--- config.mk ---
export PLATFORM = sky130hd
export DESIGN_NAME = eeprom_host
export DESIGN_NICKNAME = d
export VERILOG_FILES = /design/src/rtl/eeprom_host_pkg.sv /design/src/rtl/pin_sync.sv /design/src/rtl/eeprom_host.sv
export SDC_FILE = /design/constraint.sdc
export NUM_CORES = 1
export LEC_CHECK = 0
export BUFFER_PORTS_ARGS = -buffer_cell sky130_fd_sc_hd__buf_2
export CAP_MARGIN = 20
export CORE_MARGIN = 10
export CORE_UTILIZATION = 52
export DETAILED_ROUTE_END_ITERATION = 7
export MAX_ROUTING_LAYER = met4
export PLACE_DENSITY = 0.77
export SYNTH_ARGS = -nofsm -noshare
export SYNTH_HDL_FRONTEND = slang
export SYNTH_SLANG_ARGS = --single-unit
--- constraint.sdc ---
create_clock -name ref_clk -period 2.54 [get_ports ref_clk]
set_input_delay 0.381 -clock ref_clk [delete_from_list [all_inputs] [get_ports ref_clk]]
set_output_delay 0.381 -clock ref_clk [all_outputs]
set_load 0.02 [all_outputs]
--- src/rtl/eeprom_host_pkg.sv ---
// Constants, timing counts and state type of the parallel EEPROM host controller
// Summary of operation
// RL1: Device array is 8192 bytes, 13 address bits
// RL2: Read data valid with select, gate low
// RL3: Device floats data when select or gate high
// RL4: Host writes by pulsing write strobe low
// RL5: Address latched on strobe falling edge
// RL6: Data latched on strobe rising edge
// RL7: Buses free once write data latched
// RL8: Device goes busy, self-times clear and program
// RL9: Write ends within 1 ms or 200 us
// RL10: Reads during write cycle are status polls
// RL11: Ready/busy pulled low during write cycle
// RL12: Reduced-pin variant lacks ready/busy, poll instead
// RL13: Poll read returns inverted bit 7
// RL14: True byte returned once write completes
// RL15: Host waits for write end before access
// RL16: Writes blocked while supply is low
// RL17: Writes blocked 5 ms after supply good
// RL18: No write with gate low or strobes high
// RL19: Chip clear: 12 V gate, 10 ms strobe
// RL20: 12 V on id select reaches id area
// RL21: High-voltage and supply sense are digital signals
package eeprom_host_pkg;

	// ***************************************************************
	// Geometry
	// ***************************************************************
	localparam int          ADDR_W    = 13;
	localparam int          DATA_W    = 8;
	localparam int          MEM_BYTES = 8192;
	localparam logic [12:0] ID_BASE   = 13'h1FE0;
	localparam logic [12:0] ID_TOP    = 13'h1FFF;
	localparam logic [7:0]  ID_HIGH   = 8'hFF;
	localparam int          ID_LOW_W  = 5;
	localparam int          SYNC_W    = 10;
	localparam int          SYNC_STG  = 2;

	// ***************************************************************
	// Device times, and derived cycle counts
	// ***************************************************************
	localparam int CLK_PERIOD_PS = 4000;
	localparam int T_ACC_NS      = 120;
	localparam int T_AS_NS       = 10;
	localparam int T_WP_NS       = 100;
	localparam int T_DH_NS       = 10;
	localparam int T_DB_NS       = 50;
	localparam int T_CLR_SH_NS   = 1000;
	localparam int T_WC_STD_MS   = 1;
	localparam int T_WC_FAST_US  = 200;
	localparam int T_POR_MS      = 5;
	localparam int T_CLR_MS      = 10;

	localparam int CLK_PERIOD_NS = CLK_PERIOD_PS / 1000;
	localparam int ACC_CYC    = (T_ACC_NS * 1000 + CLK_PERIOD_PS - 1) / CLK_PERIOD_PS + SYNC_STG + 1;
	localparam int AS_CYC     = (T_AS_NS * 1000 + CLK_PERIOD_PS - 1) / CLK_PERIOD_PS;
	localparam int WP_CYC     = (T_WP_NS * 1000 + CLK_PERIOD_PS - 1) / CLK_PERIOD_PS;
	localparam int DH_CYC     = (T_DH_NS * 1000 + CLK_PERIOD_PS - 1) / CLK_PERIOD_PS;
	localparam int DB_CYC     = (T_DB_NS * 1000 + CLK_PERIOD_PS - 1) / CLK_PERIOD_PS + SYNC_STG;
	localparam int CLR_SH_CYC = (T_CLR_SH_NS * 1000 + CLK_PERIOD_PS - 1) / CLK_PERIOD_PS;
	localparam int GAP_CYC    = 2;
	localparam int WC_STD_CYC  = (T_WC_STD_MS * 1000000) / CLK_PERIOD_NS;
	localparam int WC_FAST_CYC = (T_WC_FAST_US * 1000) / CLK_PERIOD_NS;
	localparam int POR_CYC     = (T_POR_MS * 1000000 + CLK_PERIOD_NS - 1) / CLK_PERIOD_NS;
	localparam int CLR_CYC     = (T_CLR_MS * 1000000 + CLK_PERIOD_NS - 1) / CLK_PERIOD_NS;

	localparam int PH_W = 8;
	localparam int LT_W = 22;

	// ***************************************************************
	// Commands and states
	// ***************************************************************
	localparam logic [1:0] OP_READ  = 2'h0;
	localparam logic [1:0] OP_WRITE = 2'h1;
	localparam logic [1:0] OP_CLEAR = 2'h2;

	typedef enum logic [3:0] {
		ST_PWR,
		ST_IDLE,
		ST_RD,
		ST_WR_SET,
		ST_WR_PULSE,
		ST_WR_HOLD,
		ST_POLL_GAP,
		ST_POLL,
		ST_CLR_SET,
		ST_CLR_PULSE,
		ST_CLR_HOLD
	} state_t;

endpackage

--- src/rtl/pin_sync.sv ---
// Two-stage synchroniser for the pins that arrive from the memory device
`timescale 1ns/1ps
module pin_sync (
	input  wire logic                                ref_clk,
	input  wire logic                                resetn,
	input  wire logic                                clk_en,
	input  wire logic [eeprom_host_pkg::SYNC_W-1:0] d,
	output logic      [eeprom_host_pkg::SYNC_W-1:0] q
);

	logic [eeprom_host_pkg::SYNC_W-1:0] meta_r;
	logic [eeprom_host_pkg::SYNC_W-1:0] q_r;

	// First stage feeds only the second stage
	always_ff @(posedge ref_clk or negedge resetn)
	begin
		if (!resetn)
		begin
			meta_r <= '0;
			q_r    <= '0;
		end
		else if (clk_en)
		begin
			meta_r <= d;
			q_r    <= meta_r;
		end
	end

	assign q = q_r;

endmodule // pin_sync

--- src/rtl/eeprom_host.sv ---
// Host-side controller driving a parallel byte-write EEPROM through its pins
`timescale 1ns/1ps
module eeprom_host #(
	parameter int POR_CYCLES     = eeprom_host_pkg::POR_CYC,
	parameter int WC_STD_CYCLES  = eeprom_host_pkg::WC_STD_CYC,
	parameter int WC_FAST_CYCLES = eeprom_host_pkg::WC_FAST_CYC,
	parameter int CLR_CYCLES     = eeprom_host_pkg::CLR_CYC
) (
	input  wire logic                                ref_clk,
	input  wire logic                                resetn,
	input  wire logic                                clk_en,
	input  wire logic                                fast_write,
	input  wire logic                                use_ready_busy,
	input  wire logic                                cmd_valid,
	output logic                                     cmd_ready,
	input  wire logic [1:0]                          cmd_op,
	input  wire logic                                cmd_id_area,
	input  wire logic [eeprom_host_pkg::ADDR_W-1:0] cmd_addr,
	input  wire logic [eeprom_host_pkg::DATA_W-1:0] cmd_wdata,
	output logic                                     resp_valid,
	output logic                                     resp_err,
	output logic      [eeprom_host_pkg::DATA_W-1:0] resp_rdata,
	output logic                                     chip_sel_n,
	output logic                                     out_gate_n,
	output logic                                     write_strobe_n,
	output logic                                     out_gate_hv,
	output logic                                     id_area_select_hv,
	output logic      [eeprom_host_pkg::ADDR_W-1:0] byte_address_lines,
	output logic      [eeprom_host_pkg::DATA_W-1:0] byte_data_lines_o,
	output logic                                     byte_data_lines_oe,
	input  wire logic [eeprom_host_pkg::DATA_W-1:0] byte_data_lines_i,
	input  wire logic                                ready_busy_i,
	input  wire logic                                supply_good
);

	// ***************************************************************
	// Pin synchronisers
	// ***************************************************************
	logic [eeprom_host_pkg::SYNC_W-1:0] sync_q;
	logic [eeprom_host_pkg::DATA_W-1:0] data_s;
	logic                               rdy_s;
	logic                               supply_s;

	pin_sync u_sync (
		.ref_clk (ref_clk),
		.resetn  (resetn),
		.clk_en  (clk_en),
		.d       ({supply_good, ready_busy_i, byte_data_lines_i}),
		.q       (sync_q)
	);

	// Supply sense and ready/busy are plain levels after the crossing
	assign data_s   = sync_q[7:0];
	assign rdy_s    = sync_q[8];
	assign supply_s = sync_q[9];

	// ***************************************************************
	// Sequencer state
	// ***************************************************************
	eeprom_host_pkg::state_t            state_r, state_nxt;
	logic [eeprom_host_pkg::PH_W-1:0]   ph_r, ph_nxt;
	logic [eeprom_host_pkg::LT_W-1:0]   lt_r, lt_nxt;
	logic [eeprom_host_pkg::ADDR_W-1:0] addr_r, addr_nxt;
	logic [eeprom_host_pkg::DATA_W-1:0] wdata_r, wdata_nxt;
	logic [eeprom_host_pkg::DATA_W-1:0] rdata_r, rdata_nxt;
	logic                               ce_n_r, ce_n_nxt;
	logic                               oe_n_r, oe_n_nxt;
	logic                               we_n_r, we_n_nxt;
	logic                               dq_oe_r, dq_oe_nxt;
	logic                               hv_oe_r, hv_oe_nxt;
	logic                               hv_a9_r, hv_a9_nxt;
	logic                               resp_valid_r, resp_valid_nxt;
	logic                               resp_err_r, resp_err_nxt;
	logic                               fin;
	logic                               fin_err;
	logic [eeprom_host_pkg::LT_W-1:0]   wc_limit;
	logic                               poll_match;
	logic                               rdy_done;

	// Timeout follows the fitted part speed; passing it means a dead device
	assign wc_limit   = fast_write ? eeprom_host_pkg::LT_W'(WC_FAST_CYCLES) // RL9
	                               : eeprom_host_pkg::LT_W'(WC_STD_CYCLES);
	// A poll read matches only when bit 7 reads back true, never on the inverted value
	assign poll_match = (data_s[7] == wdata_r[7]); // RL13
	// Ready/busy is ignored until the device has had time to go busy
	assign rdy_done   = use_ready_busy && rdy_s // RL11 RL12
	                    && (lt_r >= eeprom_host_pkg::LT_W'(eeprom_host_pkg::DB_CYC));
	assign cmd_ready  = (state_r == eeprom_host_pkg::ST_IDLE) && supply_s; // RL15 RL16

	// Next-state logic for the whole pin sequencer
	always_comb
	begin
		state_nxt      = state_r;
		ph_nxt         = ph_r + 1'b1;
		lt_nxt         = lt_r;
		addr_nxt       = addr_r;
		wdata_nxt      = wdata_r;
		rdata_nxt      = rdata_r;
		ce_n_nxt       = ce_n_r;
		oe_n_nxt       = oe_n_r;
		we_n_nxt       = we_n_r;
		dq_oe_nxt      = dq_oe_r;
		hv_oe_nxt      = hv_oe_r;
		hv_a9_nxt      = hv_a9_r;
		resp_valid_nxt = 1'b0;
		resp_err_nxt   = resp_err_r;
		fin            = 1'b0;
		fin_err        = 1'b0;
		case (state_r)
			eeprom_host_pkg::ST_PWR:
			begin
				// Hold off all access until the power-on lockout has expired
				if (!supply_s)
					lt_nxt = '0; // RL16
				else if (lt_r >= eeprom_host_pkg::LT_W'(POR_CYCLES - 1))
				begin
					state_nxt = eeprom_host_pkg::ST_IDLE; // RL17
					lt_nxt    = '0;
				end
				else
					lt_nxt = lt_r + 1'b1;
			end
			eeprom_host_pkg::ST_IDLE:
			begin
				ph_nxt = '0;
				lt_nxt = '0;
				if (!supply_s)
					state_nxt = eeprom_host_pkg::ST_PWR; // RL16
				else if (cmd_valid)
				begin
					// Id area sits at the top 32 addresses with 12 V on the id select line
					addr_nxt     = cmd_id_area ? {eeprom_host_pkg::ID_HIGH,
					               cmd_addr[eeprom_host_pkg::ID_LOW_W-1:0]} : cmd_addr; // RL20
					hv_a9_nxt    = cmd_id_area; // RL20 RL21
					wdata_nxt    = cmd_wdata;
					resp_err_nxt = 1'b0;
					ce_n_nxt     = 1'b0;
					case (cmd_op)
						eeprom_host_pkg::OP_READ:
						begin
							oe_n_nxt  = 1'b0; // RL2
							state_nxt = eeprom_host_pkg::ST_RD;
						end
						eeprom_host_pkg::OP_WRITE:
						begin
							dq_oe_nxt = 1'b1;
							state_nxt = eeprom_host_pkg::ST_WR_SET;
						end
						eeprom_host_pkg::OP_CLEAR:
						begin
							hv_oe_nxt = 1'b1; // RL19 RL21
							hv_a9_nxt = 1'b0;
							addr_nxt  = '0;
							state_nxt = eeprom_host_pkg::ST_CLR_SET;
						end
						default:
						begin
							ce_n_nxt = 1'b1;
							fin      = 1'b1;
							fin_err  = 1'b1;
						end
					endcase
				end
			end
			eeprom_host_pkg::ST_RD:
			begin
				// Sample only after access time plus the synchroniser delay
				if (ph_r == eeprom_host_pkg::PH_W'(eeprom_host_pkg::ACC_CYC - 1))
				begin
					rdata_nxt = data_s; // RL2
					fin       = 1'b1;
				end
			end
			eeprom_host_pkg::ST_WR_SET:
			begin
				// Address settles before the strobe falls and latches it
				if (ph_r == eeprom_host_pkg::PH_W'(eeprom_host_pkg::AS_CYC - 1))
				begin
					we_n_nxt  = 1'b0; // RL4 RL5
					ph_nxt    = '0;
					state_nxt = eeprom_host_pkg::ST_WR_PULSE;
				end
			end
			eeprom_host_pkg::ST_WR_PULSE:
			begin
				lt_nxt = lt_r + 1'b1;
				if (ph_r == eeprom_host_pkg::PH_W'(eeprom_host_pkg::WP_CYC - 1))
				begin
					we_n_nxt  = 1'b1; // RL6
					ph_nxt    = '0;
					state_nxt = eeprom_host_pkg::ST_WR_HOLD;
				end
			end
			eeprom_host_pkg::ST_WR_HOLD:
			begin
				lt_nxt = lt_r + 1'b1;
				if (ph_r == eeprom_host_pkg::PH_W'(eeprom_host_pkg::DH_CYC - 1))
				begin
					dq_oe_nxt = 1'b0; // RL7
					ce_n_nxt  = 1'b1;
					ph_nxt    = '0;
					state_nxt = eeprom_host_pkg::ST_POLL_GAP; // RL8
				end
			end
			eeprom_host_pkg::ST_POLL_GAP, eeprom_host_pkg::ST_POLL:
			begin
				// Repeated status reads until bit 7 is true, ready rises or time runs out
				lt_nxt = lt_r + 1'b1;
				if (rdy_done)
					fin = 1'b1; // RL11
				else if (lt_r >= wc_limit)
				begin
					fin     = 1'b1; // RL9
					fin_err = 1'b1;
				end
				else if (state_r == eeprom_host_pkg::ST_POLL_GAP)
				begin
					if (ph_r == eeprom_host_pkg::PH_W'(eeprom_host_pkg::GAP_CYC - 1))
					begin
						ce_n_nxt  = 1'b0; // RL10
						oe_n_nxt  = 1'b0;
						ph_nxt    = '0;
						state_nxt = eeprom_host_pkg::ST_POLL;
					end
				end
				else if (ph_r == eeprom_host_pkg::PH_W'(eeprom_host_pkg::ACC_CYC - 1))
				begin
					ph_nxt = '0;
					if (poll_match)
					begin
						rdata_nxt = data_s; // RL14
						fin       = 1'b1;
					end
					else
					begin
						ce_n_nxt  = 1'b1; // RL13
						oe_n_nxt  = 1'b1;
						state_nxt = eeprom_host_pkg::ST_POLL_GAP;
					end
				end
			end
			eeprom_host_pkg::ST_CLR_SET:
			begin
				if (ph_r == eeprom_host_pkg::PH_W'(eeprom_host_pkg::CLR_SH_CYC - 1))
				begin
					we_n_nxt  = 1'b0; // RL19
					lt_nxt    = '0;
					state_nxt = eeprom_host_pkg::ST_CLR_PULSE;
				end
			end
			eeprom_host_pkg::ST_CLR_PULSE:
			begin
				lt_nxt = lt_r + 1'b1;
				ph_nxt = '0;
				if (lt_r >= eeprom_host_pkg::LT_W'(CLR_CYCLES - 1))
				begin
					we_n_nxt  = 1'b1; // RL19
					state_nxt = eeprom_host_pkg::ST_CLR_HOLD;
				end
			end
			eeprom_host_pkg::ST_CLR_HOLD:
			begin
				if (ph_r == eeprom_host_pkg::PH_W'(eeprom_host_pkg::CLR_SH_CYC - 1))
					fin = 1'b1;
			end
			default:
				state_nxt = eeprom_host_pkg::ST_PWR;
		endcase
		// Common completion: release every pin and pulse the answer
		if (fin)
		begin
			state_nxt      = eeprom_host_pkg::ST_IDLE;
			ce_n_nxt       = 1'b1;
			oe_n_nxt       = 1'b1;
			we_n_nxt       = 1'b1;
			dq_oe_nxt      = 1'b0;
			hv_oe_nxt      = 1'b0;
			hv_a9_nxt      = 1'b0;
			resp_valid_nxt = 1'b1;
			resp_err_nxt   = fin_err;
		end
	end

	// Registers of the sequencer; select, gate and strobe idle high, the other pins low and released in reset
	always_ff @(posedge ref_clk or negedge resetn)
	begin
		if (!resetn)
		begin
			state_r      <= eeprom_host_pkg::ST_PWR;
			ph_r         <= '0;
			lt_r         <= '0;
			addr_r       <= '0;
			wdata_r      <= '0;
			rdata_r      <= '0;
			ce_n_r       <= 1'b1;
			oe_n_r       <= 1'b1;
			we_n_r       <= 1'b1;
			dq_oe_r      <= 1'b0;
			hv_oe_r      <= 1'b0;
			hv_a9_r      <= 1'b0;
			resp_valid_r <= 1'b0;
			resp_err_r   <= 1'b0;
		end
		else if (clk_en)
		begin
			state_r      <= state_nxt;
			ph_r         <= ph_nxt;
			lt_r         <= lt_nxt;
			addr_r       <= addr_nxt;
			wdata_r      <= wdata_nxt;
			rdata_r      <= rdata_nxt;
			ce_n_r       <= ce_n_nxt;
			oe_n_r       <= oe_n_nxt;
			we_n_r       <= we_n_nxt;
			dq_oe_r      <= dq_oe_nxt;
			hv_oe_r      <= hv_oe_nxt;
			hv_a9_r      <= hv_a9_nxt;
			resp_valid_r <= resp_valid_nxt;
			resp_err_r   <= resp_err_nxt;
		end
	end

	// Outputs straight from flip-flops
	assign chip_sel_n         = ce_n_r;
	assign out_gate_n         = oe_n_r;
	assign write_strobe_n     = we_n_r;
	assign out_gate_hv        = hv_oe_r;
	assign id_area_select_hv  = hv_a9_r;
	assign byte_address_lines = addr_r; // RL1
	assign byte_data_lines_o  = wdata_r;
	assign byte_data_lines_oe = dq_oe_r;
	assign resp_valid         = resp_valid_r;
	assign resp_err           = resp_err_r;
	assign resp_rdata         = rdata_r;

	// ***************************************************************
	// Assertions
	// ***************************************************************
	property p_strobe_legal;
		@(posedge ref_clk) disable iff (!resetn)
		!we_n_r |-> (!ce_n_r && oe_n_r);
	endproperty
	a_strobe_legal: assert property (p_strobe_legal) // RL18
		else $error("write strobe low with select high or gate low");

	property p_no_contention;
		@(posedge ref_clk) disable iff (!resetn)
		dq_oe_r |-> oe_n_r;
	endproperty
	a_no_contention: assert property (p_no_contention) // RL3
		else $error("host drives data while device may drive");

	property p_addr_stable;
		@(posedge ref_clk) disable iff (!resetn)
		(!we_n_r && $past(!we_n_r)) |-> $stable(addr_r);
	endproperty
	a_addr_stable: assert property (p_addr_stable) // RL5
		else $error("address moved during write pulse");

	property p_data_at_rise;
		@(posedge ref_clk) disable iff (!resetn)
		($rose(we_n_r) && !hv_oe_r) |-> (dq_oe_r && $stable(wdata_r)) ##1 dq_oe_r;
	endproperty
	a_data_at_rise: assert property (p_data_at_rise) // RL6
		else $error("data not held across strobe rising edge");

	property p_pulse_width;
		@(posedge ref_clk) disable iff (!resetn)
		($fell(we_n_r) && !hv_oe_r && clk_en) |-> (!we_n_r)[*8];
	endproperty
	a_pulse_width: assert property (p_pulse_width) // RL4
		else $error("write pulse too short");

	property p_por_lock;
		@(posedge ref_clk) disable iff (!resetn)
		$rose(supply_s) |-> (!cmd_ready)[*8];
	endproperty
	a_por_lock: assert property (p_por_lock) // RL17
		else $error("command accepted inside power-on lockout");

	property p_no_cmd_busy;
		@(posedge ref_clk) disable iff (!resetn)
		(state_r == eeprom_host_pkg::ST_POLL) |-> (!cmd_ready && !dq_oe_r && we_n_r);
	endproperty
	a_no_cmd_busy: assert property (p_no_cmd_busy) // RL15
		else $error("new access during write cycle");

	property p_clear_setup;
		@(posedge ref_clk) disable iff (!resetn)
		($fell(we_n_r) && hv_oe_r) |-> (!ce_n_r && oe_n_r) ##1 (!we_n_r && hv_oe_r)[*8];
	endproperty
	a_clear_setup: assert property (p_clear_setup) // RL19
		else $error("chip clear pulse malformed");

	property p_id_range;
		@(posedge ref_clk) disable iff (!resetn)
		(hv_a9_r && !ce_n_r) |-> (addr_r >= eeprom_host_pkg::ID_BASE);
	endproperty
	a_id_range: assert property (p_id_range) // RL20
		else $error("id area access outside id range");

endmodule // eeprom_host

# == Yosys cells after proc, flatten, opt, wreduce, memory -nomap -nowiden ==
# Index checks and enable logic that the tools add are counted.
# totals
elab_cells,193
out_inout_bits,38
input_bits,40
reg_bits,91
# classes
muxes,96
n_reduce_logical,31
n_lt_le_gt_ge,4
n_addsub,2
n_eq_ne,44
# ops
op,count
2-to-1 mux 8 bit,13
one-hot mux 22 bit (4 select lines),1
2-to-1 mux 22 bit,3
2-to-1 mux 4 bit,16
2-to-1 mux 1 bit,50
one-hot mux 4 bit (9 select lines),1
one-hot mux 8 bit (4 select lines),1
!= test 3 bit (second input constant),9
2-to-1 mux 13 bit,2
adder 22 x 1 -> 22 bit (second input constant),1
greater-or-equal comparator 22 x 18 -> 1 bit,1
greater-or-equal comparator 22 x 21 -> 1 bit (second input constant),1
greater-or-equal comparator 22 bit (second input constant),1
greater-or-equal comparator 22 x 4 -> 1 bit (second input constant),1
AND reduction 10 bit,2
2-to-1 mux 18 bit,1
== test 4 x 3 -> 1 bit (second input constant),4
!= test 4 bit (second input constant),4
one-hot mux 8 bit (2 select lines),1
AND reduction 16 bit,1
!= test 2 bit (second input constant),7
== test 4 bit (second input constant),3
!= test 3 x 2 -> 1 bit (second input constant),4
one-hot mux 4 bit (3 select lines),1
other kinds (31),48

# == Longest topological paths before layout ==
# Gate-level depths: netlist of the first run.
# depth
word_depth,9
mapped_depth,10
depth_no_buf,8

# == Hierarchy ==
# Synthesis of the first run repeated with hierarchy kept, for this count alone.
# hier_totals
hier_cells,513
area_unflattened_um2,5118.7
# modules_own_cells
module,seq_area_each_um2,area_per_inst_um2,cells_each,instances
eeprom_host,1780.5,4295.4,471,1
pin_sync,500.5,823.3,42,1

# == Worst setup path after synthesis of the first run ==
# No wires, ideal clock.
# synth_path
kind,reg-to-reg
from,reg ph_r[0] in the netlist's numbering
to,reg state_r[0]
required_ns,2.413
slack_ns,-0.261
arrival_time_ns,2.674
path_stages_with_launch,9
cell_sequence,dfrtp_1 -> inv_1 -> ha_1 -> or4b_2 -> o2111ai_1 -> o211ai_1 -> or4_4 -> or4b_4 -> o32a_2
# synth_between
elab_chain_len,8
# synth_lines
item,line_no,rtl
"start, declared",eeprom_host.sv:61,"logic [eeprom_host_pkg::PH_W-1:0] ph_r, ph_nxt;"
"start signal, assigned",eeprom_host.sv:307,ph_r <= ph_nxt;
== test 8 x 6 -> 1 bit,"eeprom_host.sv:168, eeprom_host.sv:226",
2-to-1 mux 1 bit,eeprom_host.sv:226,else if (ph_r == eeprom_host_pkg::PH_W'(eeprom_host_pkg::ACC_CYC - 1))
2-to-1 mux 1 bit,eeprom_host.sv:216,else if (state_r == eeprom_host_pkg::ST_POLL_GAP)
2-to-1 mux 1 bit,eeprom_host.sv:211,else if (lt_r >= wc_limit)
2-to-1 mux 1 bit,eeprom_host.sv:209,if (rdy_done)
one-hot mux 1 bit (4 select lines),eeprom_host.sv:109,case (state_r)
!= test 6 bit (no source line) (tied with other cells),n/a,
AND reduction 16 bit (no source line),n/a,
"end signal, assigned",eeprom_host.sv:289,state_r <= eeprom_host_pkg::ST_PWR;
"end signal, assigned",eeprom_host.sv:306,state_r <= state_nxt;
"end, declared",eeprom_host.sv:60,"eeprom_host_pkg::state_t state_r, state_nxt;"
# Several ways; a longest one is shown, not always the timed one.
# A chain may end at the register's enable or synchronous reset.

# == Worst setup path after layout of the first run ==
# layout_path
from,reg lt_r[1] in the netlist's numbering
to,reg state_r[0]
# layout_between
elab_chain_len,6
# layout_lines
item,line_no,rtl
"start, declared",eeprom_host.sv:62,"logic [eeprom_host_pkg::LT_W-1:0] lt_r, lt_nxt;"
"start signal, assigned",eeprom_host.sv:308,lt_r <= lt_nxt;
greater-or-equal comparator 22 x 18 -> 1 bit or greater-or-equal comparator 22 x 4 -> 1 bit (tied branches),"eeprom_host.sv:211, eeprom_host.sv:87",
2-to-1 mux 1 bit or logical AND 1 bit (tied branches),"eeprom_host.sv:211, eeprom_host.sv:87",
2-to-1 mux 1 bit,eeprom_host.sv:209,
one-hot mux 1 bit (4 select lines),eeprom_host.sv:109,
!= test 6 bit (no source line) (tied with other cells),n/a,
AND reduction 16 bit (no source line),n/a,
# Several ways; a longest one is shown, not always the timed one.

==> reports/qor.txt, run 1 <==
largest net degree at the start of global routing: 58
die area: 14300 um^2
status: finished, violations left
htree depth: 3
final hold vios: 0
Pins Over Slew Limit: 0
failing checks: negative setup slack
synth-to-layout area growth: 29.6%
gr ovfl total: 0
Worst Path Required: 2800 ps
root buf cell: clkbuf_8
Setup Skew: 10.2 ps
CP Launch Type: register
Clock Sinks: 91
via count: 4670
gpl congestion: 0.949
WL/cell: 17.5 um
DRT iter0 DRCs: 331
crit-path max cell delay: 540 ps
Peak Freq: 0.364 GHz
Synth Cell Area: 5140 um^2
multi-input logic area: 2820 um^2
Clk Latency, worst-skew pair: 370 ps
Peak VDD IR: 0.000453 V
Clock transition at path regs: 90 ps
crit-path cells: ha_2, a311oi_2, nand3_1, o31a_1, or4_4, or4b_4, o32a_2
Detail Route Antenna Nets: 0
nature of the critical path endpoint: register
# rows: 36
clk buf depth: 2
endpoints failing setup: 4
drt via density: 5.78
YS warnings: 0
1st-pass router iterations: 5
final wirelength: 14100 um
Min-Delay Path Class: primary input to register
Starting Density: 0.530
Area after DPL: 6180 um^2
Unique masters post-synth: 69
vias in the first global route: 4728
P per Cell Area: 862 nW/um^2
Post-synth EDFFs: 0
core area: 9680 um^2
Syn Nets: 583
Port Buffers: 77
Die Width: 119 um
top routing layer used: met4
DRC viols: 0
CP max FO: 3
WP data arrival: 3010 ps
Num CTS Buffers: 9
number of synthesized register bits: 91
Synth top area share: 0.429
Slowest-stage cell, CP: or4_4
RSZ-0062 raised after global routing: yes
Filler Cells Inserted: 720
setup ws final: -206 ps
commonest non-fill, non-tap cells in the layout: 88 x dfrtp_1, 82 x buf_4, 76 x buf_2, 48 x nand2_1, 37 x nor2_1
first-pass GRT wire length: 23300 um
post-layout instance area: 6660 um^2
GRT Util Overall: 0.201
post-synth top area cell: dfrtp_1
fin crit share: 1.08
met1 WL: 6070 um
Critical path buffers and inverters: 0
cell count after synthesis: 525
mean post-synth cell area: 9.78 um^2
Slew Limit Headroom: 0.577
routed wl met2: 6680 um
Register Area: 2280 um^2
antenna cell count: 0
Crit Path Class: register to register
asr flop ratio synth: 1.00
initial antenna violation count: 0
Layout Nets: 728
worst-margin pin slew: 629 ps
# Max-Cap Violations: 0
Leak: 3.19 nW
most common cell after layout, fill and taps aside: dfrtp_1
top cells by area, synth: dfrtp_1 43%, mux2_2 7.9%, ha_1 4.4%
die height: 119 um
Top delay family on crit path: simple AND/OR/NAND/NOR gates
Routed met3 length: 997 um
I/O pin count: 78
minimum clock period after layout: 2750 ps
sequential area share after synthesis: 0.444
layout cells sized above 1: 0.376
TritonCTS clock tree: yes
Tot Pwr: 5.74 mW
Synth Flop Type: dfrtp_1
post-DP HPWL: 10500 um
registers in the layout (all words and copies together), names as in the netlist:
name / cells
u_sync.q: 10
id_area_select_hv: 1
byte_address_lines: 13
u_sync.meta_r: 10
byte_data_lines_o: 8
out_gate_n: 1
lt_r: 22
state_r: 4
resp_err: 1
chip_sel_n: 1
resp_valid: 1
write_strobe_n: 1
resp_rdata: 8
out_gate_hv: 1
byte_data_lines_oe: 1
ph_r: 8
power by group:
group / total (mW) / switching, mW / internal, mW / leakage, nW
sequential: 2.04 / 0.281 / 1.76 / 1.17
combinational: 2.60 / 1.46 / 1.14 / 1.91
clock: 1.10 / 0.530 / 0.566 / 0.109
total: 5.74 / 2.27 / 3.47 / 3.19
repair_timing:
item | 4_1_cts | 5_1_grt
pin swaps | 6 | 12
endpoints found under the setup margin | 19 | 27
resized for setup | 12 | 24
hold buffers | 1 | 0
hold endpoints to repair | 34 | 0
setup buffers | 3 | 6
cell type report:
class                           instances  share of cell area
Multi-Input combinational cell        381               0.424
Sequential cell                        91               0.343
Timing Repair Buffer                  163               0.162
Tap cell                              133              0.0250
Clock buffer                           10              0.0192
Clock inverter                          6              0.0145
Inverter                               24              0.0135
logic make-up (layout without fill, tap and decap cells):
kind of cell               count (synthesis)  in the layout  synth area share
and+or+nand+nor                          193            193             0.201
AOI/OAI and AO/OA                        117            117             0.161
DFF                                       91             91             0.444
buffers and inverters                     53            203            0.0407
muxes                                     42             42            0.0906
adders and majority gates                 18             18            0.0438
xor gates and xnor gates                  11             11            0.0188
cell usage after synthesis (6+ instances only):
master / instances
a21o_1: 6
a21oi_1: 15
a22o_1: 8
a31oi_1: 7
and3_1: 9
clkbuf_1: 24
dfrtp_1: 88
ha_1: 18
inv_1: 24
mux2_2: 36
mux2i_1: 6
nand2_1: 48
nand2b_1: 13
nand3_1: 19
nand4_1: 8
nor2_1: 37
nor2b_1: 8
nor3_1: 7
nor4_1: 7
o211ai_1: 8
o21ai_0: 27
o31ai_1: 9
xor2_1: 9
metal layers:
metal  track usage  up-vias
met5             -        -
met4        0.0792        0
met3        0.0505       37
met2         0.313      186
met1         0.247     2230
li1              -     2217
path summary, 6_finish.rpt:
| check | startpoint | to | slack, ps | cells past startpoint |
|---|---|---|---|---|
| min in group asynchronous | resetn | lt_r[18] | 530 | 2 |
| max reg2reg | lt_r[1] | state_r[0] | -210 | 7 |
| min | cmd_wdata[1] | byte_data_lines_o[1] | 240 | 2 |
| max | lt_r[1] | state_r[0] | -210 | 7 |
| min reg2reg | byte_address_lines[6] | byte_address_lines[6] | 480 | 2 |
| max in group asynchronous | resetn | chip_sel_n | 1320 | 3 |
metrics by stage:
step | util | std cells | worst slack (ps) | hold slack [ps] | setup TNS (ps)
global route | 0.688 | 808 | -296 | 219 | -1620
detailed placement | 0.638 | 782 | -349 | 376 | -3070
global placement | 0.638 | 782 | -253 | 375 | -2100
finish | 0.688 | 808 | -206 | 240 | -554
CTS | 0.670 | 802 | -242 | 226 | -766
floorplan | - | 525 | -261 | 85.4 | -1200
Note: power is estimated with default switching activity, not from simulation.
==> run 2: changes to the inputs <==
- CELL_PAD_IN_SITES_DETAIL_PLACEMENT: unset -> 1
- CELL_PAD_IN_SITES_GLOBAL_PLACEMENT: unset -> 2
- CORE_UTILIZATION: 52 -> 32
- PLACE_DENSITY: 0.77 -> unset
- PLACE_DENSITY_LB_ADDON: unset -> 0.1
==> run 2 against run 1 <==
Effect of this change:
- the run still ends with negative setup slack left
- non-clock buffer count grew 17
- largest cell class unchanged
- global-route usage shrank 4.3 points
- worst hold slack lost 220 ps
- critical endpoint unchanged
- setup slack lost 21 ps
- routed wire length grew 19%
- sequential power is essentially flat
- clock-buffer cell count shrank 1
- die area grew 51%
- cell area grew 4.5%
- total power grew 9.8%
- largest power group unchanged
==> reports/qor.txt, run 2 (synthesis gave the netlist of run 1 again) <==
status: finished, violations left
failing checks: negative setup slack
Setup Skew: 14.7 ps (+4.48 ps)
most common cell after layout, fill and taps aside: buf_4
reg2reg start: lt_r[15]
root buf cell: clkbuf_16
fin crit share: 1.09 (+0.00835)
Clock Sinks: 91 (unchanged)
Cell Int Power: 3.82 mW (+10%)
Die Width: 147 um (+23%)
post-DP HPWL: 13100 um (+24%)
Num CTS Buffers: 9 (unchanged)
Filler Cells Inserted: 1813 (+150%)
Port Buffers: 77 (unchanged)
reg2reg end: state_r[0]
Largest register FFs: 22 (unchanged)
Placed Instances: 887 (+13%)
via count: 4645 (-0.54%)
Tot Pwr: 6.30 mW (+9.8%)
Slew Limit Headroom: 0.615 (+0.0376)
htree depth: 3 (unchanged)
minimum clock period after layout: 2770 ps (+21.2 ps)
final hold vios: 0 (unchanged)
Comb power frac: 0.451 (-0.002)
Layout Nets: 745 (+2.3%)
Pins Over Slew Limit: 0 (unchanged)
Detail Route Antenna Nets: 0 (unchanged)
GRT Util Overall: 0.158 (-0.0430)
DRC viols: 0 (unchanged)
clk buf depth: 2 (unchanged)
worst r2r path cells: 6 (-1)
RSZ-0062 raised after global routing: yes
flop2flop setup slack: -230 ps (-20 ps)
Min-Delay Path Class: primary input to asynchronous set/reset pin
TritonCTS clock tree: yes
sw frac: 0.393 (-0.00249)
antenna cell count: 0 (unchanged)
crit-path cells: or3_4, or3_4, o31a_1, or4_4, or4b_4, o32a_2
first-pass GRT wire length: 27000 um (+16%)
WP data arrival: 3000 ps (about the same)
die area: 21500 um^2 (+51%)
Worst Path Required: 2770 ps (-30 ps)
die height: 147 um (+23%)
Starting Density: 0.325 (-0.206)
Area after DPL: 6440 um^2 (+4.2%)
drt via density: 5.12 (-11%)
Seq pwr share: 0.319 (-0.037)
layout cells sized above 1: 0.387 (+0.0110)
WL/cell: 18.5 um (+6.0%)
Crit Path Class: register to register
largest net degree at the start of global routing: 44 (-24%)
synth-to-layout area growth: 35.5%
endpoints failing setup: 5 (+1)
final wirelength: 16800 um (+19%)
Largest Register: lt_r
setup ws final: -227 ps (-21.2 ps)
Post-Layout Cell Count: 908 (+12%)
Peak VDD IR: 0.000412 V (-9.0%)
crit-path most repeated cell: or3_4
CP max FO: 3 (unchanged)
Slowest-stage cell, CP: or4_4
Sw Pwr: 2.48 mW (+9.1%)
crit-path max cell delay: 540 ps (about the same)
I/O pin count: 78 (unchanged)
Clock transition at path regs: 80 ps (about the same)
P per Cell Area: 906 nW/um^2 (+5.0%)
Clk Latency, worst-skew pair: 350 ps (-20 ps)
post-layout instance area: 6960 um^2 (+4.5%)
Peak Freq: 0.361 GHz (-0.77%)
nature of the critical path endpoint: register
# Max-Cap Violations: 0 (unchanged)
Leak: 3.32 nW (+4.1%)
# rows: 46 (+28%)
gpl congestion: 0.888 (-6.4%)
CP Launch Type: register
Clk pwr share: 0.230 (+0.039)
hold buffers post-CTS: 0 (-1)
gr ovfl total: 0 (unchanged)
vias in the first global route: 4970 (+5.1%)
core area: 15800 um^2 (+63%)
DRT iter0 DRCs: 157 (-53%)
worst-margin pin slew: 578 ps (-50.6 ps)
commonest non-fill, non-tap cells in the layout: 100 x buf_4, 88 x dfrtp_1, 76 x buf_2, 48 x nand2_1, 37 x nor2_1
initial antenna violation count: 0 (unchanged)
1st-pass router iterations: 4 (-1)
run 2: cell types whose count changed in the layout (fill, tap and decap cells not counted), sizes merged:
cell / delta
clkbuf: -1
clkinvlp: -1
dlygate4sd3: -1
inv: +1
bufinv: -1
buf: +18
clkinv: +2
run 2: final cells by class:
type | count | area (um^2) | area share
multi-input combinational | 381 | 2810 | 0.403
inverter | 24 | 90.1 | 0.0129
timing repair buffer | 180 | 1190 | 0.172
tap | 216 | 270 | 0.0388
clock inverter | 7 | 92.6 | 0.0133
clock buffer | 9 | 225 | 0.0324
sequential | 91 | 2280 | 0.328
run 2: per-stage QoR:
stage	TNS, ps	setup slack [ps]	util	hold WS [ps]
after global placement	-4770	-374	0.407	407
after CTS	-546	-219	0.432	43.3
after detailed placement	-5500	-392	0.407	421
after global routing	-989	-269	0.440	59.0
final	-711	-227	0.440	17.9
after floorplan	-1200	-261	-	85.4
run 2: timing repair:
item,CTS,global route
hold endpoints to repair,0,0
setup buffers,3,3
gates resized for setup,14,18
setup endpoints to repair,24,29
pin swaps,6,4
run 2: worst max-delay path, delay by kind of cell (launching register included):
kind / cells / cell delay (ps)
simple gates: 4 / 1800
compound gates: 2 / 470
flops: 1 / 380
run 2: how the worst max path moves through the flow:
stage,cells after the start,startpoint,slack (ps),to
3_5_place_dp,7,lt_r[0],-390,state_r[0]
2_1_floorplan,7,lt_r[14],-260,state_r[0]
3_3_place_gp,7,lt_r[0],-370,state_r[0]
6_report,6,lt_r[15],-230,state_r[0]
4_1_cts,6,lt_r[15],-220,state_r[0]
5_1_grt,6,lt_r[15],-270,state_r[0]
run 2: power groups by stage:
stage | sequential [mW] | combinational [mW] | clock [mW]
after floorplan | 2.19 | 1.26 | 0
after global placement | 2.02 | 2.63 | 0
after detailed placement | 2.04 | 2.67 | 0
after CTS | 2.02 | 2.75 | 1.50
after global routing | 2.06 | 3.08 | 1.56
final | 2.01 | 2.84 | 1.45
run 2: metal layers:
metal / global-route usage / vias up / routed length, um
li1: - / 2250 / -
met1: 0.203 / 2303 / 7890
met2: 0.258 / 78 / 8200
met3: 0.0243 / 14 / 582
met4: 0.0360 / 0 / 167
met5: - / - / 0
==> run 3: changes to the inputs <==
- BUFFER_PORTS_ARGS: -buffer_cell sky130_fd_sc_hd__buf_2 -> unset
- CORE_UTILIZATION: 32 -> 36
- DONT_BUFFER_PORTS: unset -> 1
- SYNTH_HIERARCHICAL: unset -> 1
==> run 3 against run 2 <==
Effect of this change:
- the run still ends with negative setup slack left
- first-iteration DRC count grew 40%
- synthesized area is 0.34% lower
- maximum frequency up 7.5%
- critical endpoint unchanged
- utilization grew 1.1 points
- clock power is 12% lower
==> reports/qor.txt, run 3 <==
status: finished, violations left
failing checks: negative setup slack
via count: 4163 (-10%)
DRC viols: 0 (unchanged)
Die Width: 139 um (-5.1%)
setup ws final: -33.5 ps (+194 ps)
Clk Latency, worst-skew pair: 350 ps (about the same)
top cells by area, synth: dfrtp_1 43%, mux2_4 5.9%, nand2_1 4.0%
cell count after synthesis: 513 (-2.3%)
Post-synth EDFFs: 0 (unchanged)
Largest Register: lt_r
Min-Delay Path Class: primary input to register
TritonCTS clock tree: yes
minimum clock period after layout: 2570 ps (-194 ps)
drt via density: 5.49 (+7.4%)
fin util: 0.450 (+0.0107)
antenna cell count: 0 (unchanged)
clk buf depth: 2 (unchanged)
Unique masters post-synth: 75 (+8.7%)
Area after DPL: 5750 um^2 (-11%)
reg2reg start: lt_r[8]
initial antenna violation count: 0 (unchanged)
# Max-Cap Violations: 0 (unchanged)
post-synthesis adder-cell area fraction: 0.0318 (-0.0121)
Port Buffers: 0 (-100%)
Detail Route Antenna Nets: 0 (unchanged)
GRT Util Overall: 0.164 (+0.00596)
setup TNS after final layout: -33.5 ps (+677 ps)
Starting Density: 0.369 (+0.0443)
Synth Area in Compound Gates: 0.160 (-0.000916)
root buf cell: clkbuf_16
I/O pin count: 78 (unchanged)
Post-Layout Cell Count: 758 (-17%)
core area: 13900 um^2 (-12%)
final hold vios: 0 (unchanged)
DRT iter0 DRCs: 220 (+40%)
YS warnings: 6 (+6)
Placed Instances: 739 (-17%)
die height: 139 um (-5.1%)
CP endpoint: state_r[0]
largest family of logic cells by synthesized area: simple AND/OR/NAND/NOR gates
Worst Path Required: 2780 ps (about the same)
asr flop ratio synth: 1.00 (unchanged)
Setup Skew: 5.58 ps (-9.13 ps)
Synth top area share: 0.430 (+0.00147)
Layout Nets: 628 (-16%)
Leak: 2.78 nW (-16%)
synth-to-layout area growth: 22.1%
Syn Nets: 566 (-2.9%)
Synth Flop Type: dfrtp_1
Largest register FFs: 22 (unchanged)
Pins Over Slew Limit: 0 (unchanged)
Synth Cell Area: 5120 um^2 (-0.34%)
Crit Path Class: register to register
commonest non-fill, non-tap cells in the layout: 84 x dfrtp_1, 73 x buf_4, 54 x nand2_1, 39 x nor2_1, 35 x o21ai_0
post-synth top area cell: dfrtp_1
# rows: 43 (-6.5%)
vias in the first global route: 4514 (-9.2%)
die area: 19400 um^2 (-9.9%)
largest net degree at the start of global routing: 92 (+110%)
CP max FO: 6 (+3)
WL/cell: 21.0 um (+13%)
sequential area share after synthesis: 0.446 (+0.00152)
Clock transition at path regs: 70 ps (about the same)
htree depth: 3 (unchanged)
RSZ-0062 raised after global routing: yes
Num CTS Buffers: 9 (unchanged)
post-DP HPWL: 11600 um (-11%)
post-layout instance area: 6250 um^2 (-10%)
mean post-synth cell area: 9.98 um^2 (+2.0%)
Peak VDD IR: 0.000307 V (-26%)
nature of the critical path endpoint: register
Peak Freq: 0.389 GHz (+7.5%)
gpl congestion: 0.923 (+4.0%)
most common cell after layout, fill and taps aside: dfrtp_1
fin crit share: 1.01 (-0.0762)
1st-pass router iterations: 4 (unchanged)
Slew Limit Headroom: 0.679 (+0.0647)
WP data arrival: 2810 ps (-190 ps)
worst r2r path cells: 8 (+2)
number of synthesized register bits: 91 (unchanged)
final wirelength: 15900 um (-5.5%)
P per Cell Area: 928 nW/um^2 (+2.4%)
endpoints failing setup: 1 (-4)
reg2reg end: state_r[0]
flop2flop setup slack: -30 ps (+190 ps)
Commonest cells post-synth: 88 x dfrtp_1, 55 x nand2_1, 40 x nor2_1
worst-margin pin slew: 481 ps (-97.1 ps)
CP Launch Type: register
worst setup path startpoint: lt_r[8]
layout cells sized above 1: 0.294 (-0.0932)
gr ovfl total: 0 (unchanged)
Synth Area in Simple Gates: 0.195 (-0.00591)
most frequent cell after synthesis: dfrtp_1
Clock Sinks: 91 (unchanged)
post-synthesis mux area share: 0.0958 (+0.00520)
first-pass GRT wire length: 25300 um (-6.3%)
Synth Area in XOR/XNOR: 0.0308 (+0.0120)
run 3: changes by cell type after synthesis, sizes merged, moves of 9 or more:
| cell | before | now |
|---|---|---|
| nor3 | 7 | 16 |
| nand3 | 19 | 10 |
| inv | 24 | 15 |
| o21ai | 27 | 41 |
| xnor2 | 2 | 12 |
run 3: kinds of logic after synthesis:
group | Yosys count
buffers and inverters | 42
and+or+nand+nor | 194
adders and majority gates | 13
DFF | 91
AOI/OAI and AO/OA | 118
muxes | 37
xor gates and xnor gates | 18
run 3: worst max-delay path: stages (launching register included):
cell and delay, ps:
dfrtp_2 460, buf_4 160, a211o_1 260, a2111o_1 430
a311o_1 340, and3_1 220, and2_1 200, o21a_1 220
o32a_1 170
run 3: per-layer routing:
metal	up-vias	GRT usage	routed length (um)
li1	1986	-	-
met1	2075	0.201	7210
met2	80	0.263	7800
met3	22	0.0344	616
met4	0	0.0593	283
met5	-	-	0
run 3: final cells by class:
cell class | instances | area, um^2
clock buffer | 11 | 243
clock inverter | 3 | 23.8
fill | 1584 | 7630
inverter | 15 | 56.3
multi-input combinational | 380 | 2790
sequential | 91 | 2290
tap | 180 | 225
timing repair buffer | 78 | 628
run 3: how the worst min path moves through the flow:
stage	start	to	slack, ps	cells past startpoint
final	clk_en	ph_r[5]	130	1
after global routing	clk_en	ph_r[6]	110	1
after CTS	clk_en	write_strobe_n	100	1
after detailed placement	resetn	byte_address_lines[7]	90	0
after global placement	resetn	byte_address_lines[9]	90	0
after floorplan	resetn	byte_address_lines[0]	90	0
run 3: power breakdown:
| part | switching (mW) | internal, mW | total [mW] | leakage [nW] |
|---|---|---|---|---|
| combinational | 1.18 | 1.03 | 2.21 | 1.49 |
| sequential | 0.524 | 1.78 | 2.31 | 1.17 |
| clock | 0.597 | 0.684 | 1.28 | 0.124 |
| total | 2.30 | 3.50 | 5.80 | 2.78 |
run 3: what timing repair did:
| item | CTS | global route |
|---|---|---|
| hold endpoints to repair | 91 | 0 |
| pin swaps | 0 | 17 |
| hold buffers | 2 | 0 |
| buffers inserted | 0 | 3 |
| resized for setup | 4 | 35 |
| setup endpoints to repair | 8 | 26 |
run 3: per-stage QoR:
step / worst slack, ps / total power [mW] / hold WS, ps
2_1_floorplan: 186 / 3.45 / 85.4
3_3_place_gp: -176 / 4.27 / 88.4
3_5_place_dp: -167 / 4.33 / 88.5
4_1_cts: 3.03 / 5.69 / 101
5_1_grt: -128 / 6.16 / 109
6_report: -33.5 / 5.80 / 129
